## config.mk

```make
export PLATFORM = sky130hd
export DESIGN_NAME = mciw_irq_wdt
export DESIGN_NICKNAME = d
export VERILOG_FILES = /design/src/verilog/mciw_irq_wdt.v
export VERILOG_INCLUDE_DIRS = /design/src /design/src/verilog
export SDC_FILE = /design/constraint.sdc
export NUM_CORES = 1
export LEC_CHECK = 0
export BUFFER_PORTS_ARGS = -buffer_cell sky130_fd_sc_hd__buf_2
export CAP_MARGIN = 20
export CORE_MARGIN = 2
export CORE_UTILIZATION = 48
export CTS_CLUSTER_SIZE = 10
export DETAILED_ROUTE_END_ITERATION = 7
export GPL_TIMING_DRIVEN = 0
export PLACE_DENSITY = 0.7
export SLEW_MARGIN = 20
export SYNTH_ARGS = -nofsm -noshare
export SYNTH_HDL_FRONTEND = slang
export SYNTH_SLANG_ARGS = --single-unit
```

## constraint.sdc

```tcl
create_clock -name pclk -period 6.2 [get_ports pclk]
set_input_delay 0.31 -clock pclk [delete_from_list [all_inputs] [get_ports pclk]]
set_output_delay 0.31 -clock pclk [all_outputs]
set_load 0.005 [all_outputs]
```

## src/verilog/mciw_map.vh

```
/*
  Register map, field positions, reset values and timing figures of the
  interrupt controller and watchdog block.
  Assumes inclusion by bare name from the design file; definitions only.
*/
`ifndef MCIW_MAP_VH
`define MCIW_MAP_VH

`define MCIW_CLK_MHZ      25

`define MCIW_OFF_FLAG     8'h00
`define MCIW_OFF_ENABLE   8'h04
`define MCIW_OFF_PWRCTL   8'h08
`define MCIW_OFF_STATUS   8'h0C
`define MCIW_OFF_WDTCTL   8'h10
`define MCIW_OFF_EXTCTL   8'h14
`define MCIW_OFF_CHGEN    8'h18

`define MCIW_NSRC         12
`define MCIW_B_TMR0       0
`define MCIW_B_TMR1       1
`define MCIW_B_TMR4       2
`define MCIW_B_TMR5       3
`define MCIW_B_PCHG       4
`define MCIW_B_EXT0       5
`define MCIW_B_WDT        6
`define MCIW_B_EXT1       7
`define MCIW_B_EXT2       8
`define MCIW_B_LVD        9
`define MCIW_B_ADC        10
`define MCIW_B_NVM        11

`define MCIW_B_RUN_EN     7
`define MCIW_B_TO_N       4
`define MCIW_B_GIE        0
`define MCIW_B_PSWDT      3

`define MCIW_RST_PWRCTL   8'h80
`define MCIW_RST_WDTCTL   4'h0
`define MCIW_RST_EXTCTL   8'h38
`define MCIW_RST_CHGEN    16'h0000

`define MCIW_VEC_SW       11'h001
`define MCIW_VEC_HW       11'h008

`define MCIW_WDT_T0_US    3500
`define MCIW_WDT_T1_US    15000
`define MCIW_WDT_T2_US    60000
`define MCIW_WDT_T3_US    250000

`endif

```

## src/verilog/mciw_irq_wdt.v

```verilog
/*
  Interrupt controller with watchdog timeout logic, APB register slave.
  Assumes: CPU core pulses one-cycle instruction strobes on pclk; timer,
  CAPTURE_COMPARE_UNIT, ADC and NVM strobes are pclk-synchronous; pins and analog levels
  are asynchronous. Watchdog time base is divided down from pclk.
*/
// Local design decisions: the APB slave port and the register offsets.
// Behaviour
// Software interrupt vectors 0x001, clears global enable.
// Hardware event sets sticky flag until written 0.
// Enabled flag with global enable vectors 0x008.
// Enable/disable instructions set/clear global enable.
// Return instruction sets global enable again.
// Flag reads back only while enabled.
// Firmware may re-enable first for nesting.
// Firmware avoids enable right before return.
// Timer0 wrap sets timer0 flag.
// Timer1/timer4 underflow set their flags.
// Timer5 source becomes capture/compare event.
// Watchdog interrupt option sets flag bit 6.
// Timeout clears status; config picks reset/interrupt.
// Base timeout 3.5/15/60/250 ms selectable.
// Prescaler divides 1..128 reset, 2..256 interrupt.
// Clear-watchdog clears counters, sets timeout status (code sets the status only while ps_wdt is set).
// Run enable bit gates configured watchdog.
// Enabled input pin change sets port flag.
// External select disables change on shared pin.
// External pins set flags on chosen edge.
// Low voltage or comparator change sets flag.
// ADC done and NVM write set flags.
// ADC done is rising edge of complete.
// Pending enabled flag vectors once enable returns.
`timescale 1ns/1ps
`include "mciw_map.vh"

module mciw_irq_wdt #(
  parameter AW          = 8,
  parameter PCW         = 11,
  parameter WDT_P0_CYC  = `MCIW_WDT_T0_US * `MCIW_CLK_MHZ,
  parameter WDT_P1_CYC  = `MCIW_WDT_T1_US * `MCIW_CLK_MHZ,
  parameter WDT_P2_CYC  = `MCIW_WDT_T2_US * `MCIW_CLK_MHZ,
  parameter WDT_P3_CYC  = `MCIW_WDT_T3_US * `MCIW_CLK_MHZ
) (
  input  wire            pclk,
  input  wire            presetn,
  input  wire            psel,
  input  wire            penable,
  input  wire            pwrite,
  input  wire [AW-1:0]   paddr,
  input  wire [31:0]     pwdata,
  output reg  [31:0]     prdata,
  output wire            pready,
  output wire            pslverr,
  input  wire            sw_irq_instruction,
  input  wire            enable_irq_instruction,
  input  wire            disable_irq_instruction,
  input  wire            return_from_service_instruction,
  input  wire            clear_watchdog_instruction,
  output reg             vector_take_r,
  output reg  [PCW-1:0]  vector_addr_r,
  output reg             wdt_reset_req_r,
  input  wire            cfg_wdt_enable,
  input  wire            cfg_wdt_irq_mode,
  input  wire [1:0]      cfg_wdt_period,
  input  wire            timer0_wrap,
  input  wire            timer1_underflow,
  input  wire            timer4_underflow,
  input  wire            timer5_underflow,
  input  wire            capture_compare_mode,
  input  wire            capture_compare_event,
  input  wire [7:0]      porta_in,
  input  wire [7:0]      portb_in,
  input  wire [7:0]      porta_is_input,
  input  wire [7:0]      portb_is_input,
  input  wire            lvd_below,
  input  wire            cmp_out,
  input  wire            adc_conv_complete,
  input  wire            nvm_write_done
);

  localparam NS = `MCIW_NSRC;

  // Registers
  reg [NS-1:0]  flag_r;
  reg [NS-1:0]  flag_nxt;
  reg [NS-1:0]  irq_en_r;
  reg [7:0]     pwrctl_r;
  reg [3:0]     wdtctl_r;
  reg [7:0]     extctl_r;
  reg [15:0]    chg_en_r;
  reg           gie_r;
  reg           gie_nxt;
  reg           to_n_r;

  // APB decode
  wire wr_acc = psel & penable & pwrite;
  wire rd_set = psel & ~penable & ~pwrite;
  wire hit_flag = (paddr == `MCIW_OFF_FLAG);
  wire hit_en   = (paddr == `MCIW_OFF_ENABLE);
  wire hit_pwr  = (paddr == `MCIW_OFF_PWRCTL);
  wire hit_stat = (paddr == `MCIW_OFF_STATUS);
  wire hit_wdt  = (paddr == `MCIW_OFF_WDTCTL);
  wire hit_ext  = (paddr == `MCIW_OFF_EXTCTL);
  wire hit_chg  = (paddr == `MCIW_OFF_CHGEN);
  wire mapped   = hit_flag | hit_en | hit_pwr | hit_stat |
                  hit_wdt | hit_ext | hit_chg;

  // Zero wait states; unmapped access gets an error response
  assign pready  = 1'b1;
  assign pslverr = psel & penable & ~mapped;

  // Control fields
  wire       run_en  = pwrctl_r[`MCIW_B_RUN_EN];
  wire       ps_wdt  = wdtctl_r[`MCIW_B_PSWDT];
  wire [2:0] ps_sel  = wdtctl_r[2:0];
  wire [2:0] ext_sel = extctl_r[2:0];
  wire [2:0] ext_pol = extctl_r[5:3];
  wire       ext0_alt = extctl_r[6];
  wire       ext1_alt = extctl_r[7];

  // Pin synchronisers: edges use stage two and its one-cycle-delayed copy
  reg [15:0] pin_s1_r;
  reg [15:0] pin_s2_r;
  reg [15:0] pin_prev_r;
  reg [1:0]  ana_s1_r;
  reg [1:0]  ana_s2_r;
  reg [1:0]  ana_prev_r;
  reg        adc_prev_r;

  always @(posedge pclk or negedge presetn) begin
    if (!presetn) begin
      pin_s1_r   <= 16'h0000;
      pin_s2_r   <= 16'h0000;
      pin_prev_r <= 16'h0000;
      ana_s1_r   <= 2'h0;
      ana_s2_r   <= 2'h0;
      ana_prev_r <= 2'h0;
      adc_prev_r <= 1'b0;
    end else begin
      pin_s1_r   <= {portb_in, porta_in};
      pin_s2_r   <= pin_s1_r;
      pin_prev_r <= pin_s2_r;
      ana_s1_r   <= {cmp_out, lvd_below};
      ana_s2_r   <= ana_s1_r;
      ana_prev_r <= ana_s2_r;
      adc_prev_r <= adc_conv_complete;
    end
  end

  wire [15:0] pin_rise = pin_s2_r & ~pin_prev_r;
  wire [15:0] pin_fall = ~pin_s2_r & pin_prev_r;

  // Shared pins: ext0 on PB0/PB5, ext1 on PB1/PA3, ext2 on PA5
  wire [15:0] ext_mask;
  assign ext_mask[0]  = 1'b0;
  assign ext_mask[1]  = 1'b0;
  assign ext_mask[2]  = 1'b0;
  assign ext_mask[3]  = ext_sel[1] & ext1_alt;
  assign ext_mask[4]  = 1'b0;
  assign ext_mask[5]  = ext_sel[2];
  assign ext_mask[6]  = 1'b0;
  assign ext_mask[7]  = 1'b0;
  assign ext_mask[8]  = ext_sel[0] & ~ext0_alt;
  assign ext_mask[9]  = ext_sel[1] & ~ext1_alt;
  assign ext_mask[10] = 1'b0;
  assign ext_mask[11] = 1'b0;
  assign ext_mask[12] = 1'b0;
  assign ext_mask[13] = ext_sel[0] & ext0_alt;
  assign ext_mask[14] = 1'b0;
  assign ext_mask[15] = 1'b0;

  wire [15:0] pin_dir = {portb_is_input, porta_is_input};
  wire [15:0] chg_act = pin_dir & chg_en_r & ~ext_mask;
  wire pchg_evt = |((pin_rise | pin_fall) & chg_act);

  // External edge sources per channel
  wire [2:0] ext_r;
  wire [2:0] ext_f;
  assign ext_r[0] = ext0_alt ? pin_rise[13] : pin_rise[8];
  assign ext_f[0] = ext0_alt ? pin_fall[13] : pin_fall[8];
  assign ext_r[1] = ext1_alt ? pin_rise[3] : pin_rise[9];
  assign ext_f[1] = ext1_alt ? pin_fall[3] : pin_fall[9];
  assign ext_r[2] = pin_rise[5];
  assign ext_f[2] = pin_fall[5];

  wire [2:0] ext_evt;
  genvar gi;
  generate
    for (gi = 0; gi < 3; gi = gi + 1) begin : g_ext
      assign ext_evt[gi] = ext_sel[gi] &
                           (ext_pol[gi] ? ext_r[gi] : ext_f[gi]);
    end
  endgenerate

  wire lvd_evt = ana_s2_r[0] & ~ana_prev_r[0];
  wire cmp_evt = ana_s2_r[1] ^ ana_prev_r[1];
  wire adc_evt = adc_conv_complete & ~adc_prev_r;
  wire t5_evt  = capture_compare_mode ? capture_compare_event
                                      : timer5_underflow;

  // Watchdog time base
  reg  [22:0] wdt_base_r;
  reg  [7:0]  wdt_pre_r;
  reg  [22:0] wdt_lim;
  wire        wdt_run = cfg_wdt_enable & run_en;

  always @* begin
    case (cfg_wdt_period)
      2'd0:    wdt_lim = WDT_P0_CYC[22:0] - 23'd1;
      2'd1:    wdt_lim = WDT_P1_CYC[22:0] - 23'd1;
      2'd2:    wdt_lim = WDT_P2_CYC[22:0] - 23'd1;
      default: wdt_lim = WDT_P3_CYC[22:0] - 23'd1;
    endcase
  end

  // Divide ratio 2^sel in reset mode, 2^(sel+1) in interrupt mode
  wire [8:0] pre_ratio = cfg_wdt_irq_mode ? (9'h002 << ps_sel)
                                          : (9'h001 << ps_sel);
  wire [8:0] pre_lim   = ps_wdt ? pre_ratio - 9'h001 : 9'h000;
  wire base_tick = wdt_run & (wdt_base_r == wdt_lim);
  wire wdt_to    = base_tick & ({1'b0, wdt_pre_r} == pre_lim);
  wire wdt_clr   = clear_watchdog_instruction;

  always @(posedge pclk or negedge presetn) begin
    if (!presetn) begin
      wdt_base_r <= 23'h000000;
      wdt_pre_r  <= 8'h00;
    end else if (wdt_clr) begin
      wdt_base_r <= 23'h000000;
      wdt_pre_r  <= 8'h00;
    end else if (base_tick) begin
      wdt_base_r <= 23'h000000;
      wdt_pre_r  <= wdt_to ? 8'h00 : wdt_pre_r + 8'h01;
    end else if (wdt_run) begin
      wdt_base_r <= wdt_base_r + 23'h000001;
    end
  end

  // Event vector in flag bit order
  wire [NS-1:0] evt;
  assign evt[`MCIW_B_TMR0] = timer0_wrap;
  assign evt[`MCIW_B_TMR1] = timer1_underflow;
  assign evt[`MCIW_B_TMR4] = timer4_underflow;
  assign evt[`MCIW_B_TMR5] = t5_evt;
  assign evt[`MCIW_B_PCHG] = pchg_evt;
  assign evt[`MCIW_B_EXT0] = ext_evt[0];
  assign evt[`MCIW_B_WDT]  = wdt_to & cfg_wdt_irq_mode;
  assign evt[`MCIW_B_EXT1] = ext_evt[1];
  assign evt[`MCIW_B_EXT2] = ext_evt[2];
  assign evt[`MCIW_B_LVD]  = lvd_evt | cmp_evt;
  assign evt[`MCIW_B_ADC]  = adc_evt;
  assign evt[`MCIW_B_NVM]  = nvm_write_done;

  // Sticky flags; a new event beats a same-cycle clear
  always @* begin
    flag_nxt = flag_r;
    if (wr_acc && hit_flag)
      flag_nxt = flag_r & pwdata[NS-1:0];
    flag_nxt = flag_nxt | evt;
  end

  // Vectoring and global enable
  wire hw_pend = |(flag_r & irq_en_r);
  wire hw_take = gie_r & hw_pend & ~sw_irq_instruction;

  always @* begin
    gie_nxt = gie_r;
    if (sw_irq_instruction)
      gie_nxt = 1'b0;
    else if (hw_take)
      gie_nxt = 1'b0;
    else if (enable_irq_instruction || return_from_service_instruction)
      gie_nxt = 1'b1;
    else if (disable_irq_instruction)
      gie_nxt = 1'b0;
  end

  always @(posedge pclk or negedge presetn) begin
    if (!presetn) begin
      gie_r         <= 1'b0;
      vector_take_r <= 1'b0;
      vector_addr_r <= {PCW{1'b0}};
    end else begin
      gie_r         <= gie_nxt;
      vector_take_r <= sw_irq_instruction | hw_take;
      if (sw_irq_instruction)
        vector_addr_r <= `MCIW_VEC_SW;
      else if (hw_take)
        vector_addr_r <= `MCIW_VEC_HW;
    end
  end

  // Timeout status and reset request
  always @(posedge pclk or negedge presetn) begin
    if (!presetn) begin
      to_n_r          <= 1'b1;
      wdt_reset_req_r <= 1'b0;
    end else begin
      wdt_reset_req_r <= wdt_to & ~cfg_wdt_irq_mode;
      if (wdt_to)
        to_n_r <= 1'b0;
      else if (wdt_clr && ps_wdt)
        to_n_r <= 1'b1;
    end
  end

  // Software registers
  always @(posedge pclk or negedge presetn) begin
    if (!presetn) begin
      flag_r   <= {NS{1'b0}};
      irq_en_r <= {NS{1'b0}};
      pwrctl_r <= `MCIW_RST_PWRCTL;
      wdtctl_r <= `MCIW_RST_WDTCTL;
      extctl_r <= `MCIW_RST_EXTCTL;
      chg_en_r <= `MCIW_RST_CHGEN;
    end else begin
      flag_r <= flag_nxt;
      if (wr_acc && hit_en)
        irq_en_r <= pwdata[NS-1:0];
      if (wr_acc && hit_pwr)
        pwrctl_r <= pwdata[7:0];
      if (wr_acc && hit_wdt)
        wdtctl_r <= pwdata[3:0];
      if (wr_acc && hit_ext)
        extctl_r <= pwdata[7:0];
      if (wr_acc && hit_chg)
        chg_en_r <= pwdata[15:0];
    end
  end

  // Read data captured in setup phase, held through access
  reg [31:0] rd_val;
  always @* begin
    rd_val = 32'h00000000;
    case (1'b1)
      hit_flag: rd_val[NS-1:0] = flag_r & irq_en_r;
      hit_en:   rd_val[NS-1:0] = irq_en_r;
      hit_pwr:  rd_val[7:0]    = pwrctl_r;
      hit_stat: begin
        rd_val[`MCIW_B_TO_N] = to_n_r;
        rd_val[`MCIW_B_GIE]  = gie_r;
      end
      hit_wdt:  rd_val[3:0]    = wdtctl_r;
      hit_ext:  rd_val[7:0]    = extctl_r;
      hit_chg:  rd_val[15:0]   = chg_en_r;
      default:  rd_val = 32'h00000000;
    endcase
  end

  always @(posedge pclk or negedge presetn) begin
    if (!presetn)
      prdata <= 32'h00000000;
    else if (rd_set)
      prdata <= rd_val;
  end

endmodule

```

==> impl_metrics.py <==
metrics = {
    "status": {
        "status": "finished, final reports clean",
    },
    "clock_network": {
        "insertion_delay_ns": 0.43,
        "clk_pin_slew_ns": 0.07,
        "cts_tree": "built",
        "postCtsResizedCells": 0,
        "cts_root_buf": "clkbuf_16",
        "cts_htree_levels": 4,
        "cts_hold_buf": 20,
        "post_cts_buffers": 0,
        "cts_sinks": 168,
        "numCtsBuffers": 17,
        "clock_path_buffers": 2,
    },
    "place": {
        "gp_congestion": 0.890,
        "numPortBuffers": 98,
        "dp_hpwl_um": 13000,
        "place_area_um2": 8940,
    },
    "critical_path": {
        "cp_slowest_stage_delay_ns": 0.45,
        "setup.worst_path.start_class": "flip-flop",
        "worstPathArrival_ns": 3.72,
        "crit_path_end_kind": "flip-flop",
        "worst-setup-path-type": "flip-flop to flip-flop",
        "cpMostUsedCell": "ha_1",
        "worstPathRequired_ns": 6.53,
        "reg2reg_slack_ns": 2.81,
        "crit_path_max_fanout": 10,
        "slowest_stage": "or3_4",
        "crit_chain": "inv_1, ha_1, buf_6, or3b_4, ha_1, xor2_1, and3_2, o21ai_1, a222oi_1, o2111ai_2, or3_4, o31ai_2",
    },
    "timing": {
        "rsz0062_at_grt": "no",
        "finalClockSkew_ns": 0.00837,
        "hold_viol": 0,
        "hold_ws_ns": 0.0582,
        "finalSetupViolations": 0,
        "setup_tns_ns": 0,
        "relSlewSlack": 0.279,
        "max_clock_freq_ghz": 0.295,
        "min_period_ns": 3.39,
        "period_share": 0.546,
        "worst_pin_slew_ns": 1.07,
        "slew_viol_final": 0,
    },
    "floorplanning": {
        "io_pins": 143,
        "die_y_um": 133,
        "fp.dieW_um": 133,
        "num_rows": 47,
        "dieArea_um2": 17700,
        "core_area_um2": 16500,
        "initial_utilization": 0.487,
    },
    "global_route": {
        "antenna_found_initial": 0,
        "grt_pass1_wl_um": 29600,
        "grt_max_degree": 99,
        "grt_overflow_total": 0,
        "first_global_vias": 5767,
        "grt_usage": 0.213,
    },
    "flow_run": {
        "drv_cap": 0,
    },
    "power": {
        "power.leakage_uw": 0.00454,
        "p_per_area_nw_per_um2": 254,
        "peakVddDrop_mv": 0.205,
        "swShare": 0.239,
        "switching_power_uw": 594,
        "clkPwrFrac": 0.457,
        "power_frac_seq": 0.467,
        "p_comb_frac": 0.076,
        "finalPower_uw": 2480,
        "p_int_uw": 1890,
    },
    "yosys": {
        "syn_inst": 729,
        "yosysSeqAreaShare": 0.526,
        "synthFlopType": "dfrtp_1",
        "ys_warn_count": 0,
        "syn_avg_cell_area_um2": 11.0,
        "synthesis.area_um2": 8010,
        "synth_edf_count": 0,
        "synthDistinctLibCells": 72,
        "async_flop_share": 1.00,
        "ys_seq_elements": 168,
    },
    "routing": {
        "wl_per_cell_um": 16.0,
        "drc_errors": 0,
        "drt_iter0_drc": 398,
        "routed_wl_um": 18000,
        "vias": 5998,
        "dr.pass1.iters": 6,
        "postRouteAntennaNets": 0,
        "vias_per_cell": 5.33,
    },
    "cells_and_area": {
        "area_delta_synth_final_pct": 22.0,
        "final_area_um2": 9770,
        "fin_nets": 1009,
        "drive_gt1_frac": 0.263,
        "antenna_cells": 0,
    },
    "worst_hold_path": {
        "min-delay-path-class": "input pin to flip-flop",
    },
}
==> through the flow <==
step | util | std cells | worst slack [ns]
after floorplan | - | 753 | 3.19
after global placement | 0.539 | 1071 | 2.22
after detailed placement | 0.543 | 1073 | 2.77
after CTS | 0.594 | 1125 | 2.78
after global routing | 0.594 | 1125 | 2.61
final | 0.594 | 1125 | 2.81
==> cells by family after synthesis <==
family | after synthesis | share of synthesized area
buffers and inverters | 76 | 0.0492
DFF | 168 | 0.526
adders and majority gates | 21 | 0.0328
and+or+nand+nor | 242 | 0.157
other | 2 | 0.000937
muxes | 63 | 0.0914
xor gates and xnor gates | 38 | 0.0415
AOI/OAI and AO/OA | 119 | 0.102
==> path summary, 6_finish.rpt <==
kind,endpoint,start,cells past startpoint
worst max register to register,flag_r[6],wdtctl_r[0],12
min in group asynchronous,vector_take_r,presetn,2
worst min-delay path,vector_addr_r[3],sw_irq_instruction,2
worst min register to register,pin_s2_r[1],pin_s1_r[1],0
max in group asynchronous,extctl_r[3],presetn,4
worst max-delay path,flag_r[6],wdtctl_r[0],12
==> Yosys cell counts, drive strengths merged, types with 3 or more instances <==
cell type,number,area share
o211ai,11,0.010
nor3,12,0.0081
buf,35,0.030
dfstp,5,0.016
o22ai,3,0.0023
mux2i,9,0.011
xor2,27,0.030
nor2,55,0.026
dfrtp,163,0.51
ha,21,0.033
nand3b,5,0.0047
xnor2,11,0.012
a211oi,4,0.0037
clkbuf,21,0.0098
nor2b,10,0.0078
nor4,5,0.0047
nor4bb,3,0.0037
a22oi,3,0.0028
o21bai,3,0.0028
or3b,5,0.0058
o31ai,3,0.0034
a21oi,19,0.012
o32ai,6,0.0066
nor3b,6,0.0056
mux2,51,0.072
a21o,3,0.0030
inv,20,0.0094
o311ai,3,0.0033
a221oi,4,0.0044
o21ai,27,0.017
and3,10,0.0080
a22o,6,0.0066
nand3,40,0.025
nand2b,10,0.0078
mux4,3,0.0084
a31oi,11,0.0086
nand4,8,0.0062
nand2,58,0.027
and4,3,0.0033
==> critical path: cells and delay by family, from the launching register on <==
kind            cells  cell delay [ns]
xor+xnor            1             0.17
simple gates        3             1.05
buf+inv             2             0.22
flops               1             0.42
compound gates      4             0.88
fa+ha+maj           2             0.55
==> final cells by class <==
type                       instances  area [um2]
tap                              220         275
multi-input combinational        509        3500
buffer                            56         319
timing repair buffer             120         756
fill                            1395        6690
sequential                       168        4210
inverter                          20        75.1
clock inverter                    14         196
clock buffer                      18         439
==> sequential cells by signal, indices dropped and copies added (netlist names), 4 cells and up <==
signal,count
wdt_base_r,23
flag_r,12
pwrctl_r,8
pin_s1_r,16
wdtctl_r,4
wdt_pre_r,8
prdata,16
chg_en_r,16
extctl_r,8
irq_en_r,12
pin_s2_r,16
pin_prev_r,16
==> per-layer routing <==
metal  part of all wire  global-route usage  up-vias
li1                   -                   -     2875
met1               0.45               0.298     2910
met2               0.47               0.329      185
met3              0.063              0.0445       28
met4              0.023              0.0792        0
met5                  0                   0        -
==> power by group through the flow <==
stage	Sequential (uW)	Clock (uW)	Combinational (uW)
floorplan	1170	0	89.0
global placement	1180	0	171
detailed placement	1180	0	180
CTS	1160	1160	191
global route	1160	1200	213
finish	1160	1140	189
==> cells in the final DEF (no fill, tap or decap), types with 6 or more instances in the layout <==
| master | n |
|---|---|
| buf_4 | 26 |
| and3_1 | 9 |
| xor2_1 | 27 |
| nor2_1 | 54 |
| o21ai_0 | 26 |
| mux2i_1 | 9 |
| a31oi_1 | 11 |
| o211ai_1 | 11 |
| dlygate4sd3_1 | 20 |
| xnor2_1 | 11 |
| mux2_2 | 51 |
| nand2b_1 | 10 |
| nand3_1 | 40 |
| dfrtp_1 | 163 |
| nor2b_1 | 10 |
| nor3b_1 | 6 |
| conb_1 | 26 |
| inv_1 | 20 |
| a22o_1 | 6 |
| o32ai_1 | 6 |
| clkbuf_16 | 17 |
| inv_6 | 7 |
| nand2_1 | 58 |
| buf_2 | 100 |
| nor3_1 | 11 |
| clkbuf_1 | 21 |
| ha_1 | 21 |
| nand4_1 | 8 |
| a21oi_1 | 19 |
Power figures use the tool's default switching activity.
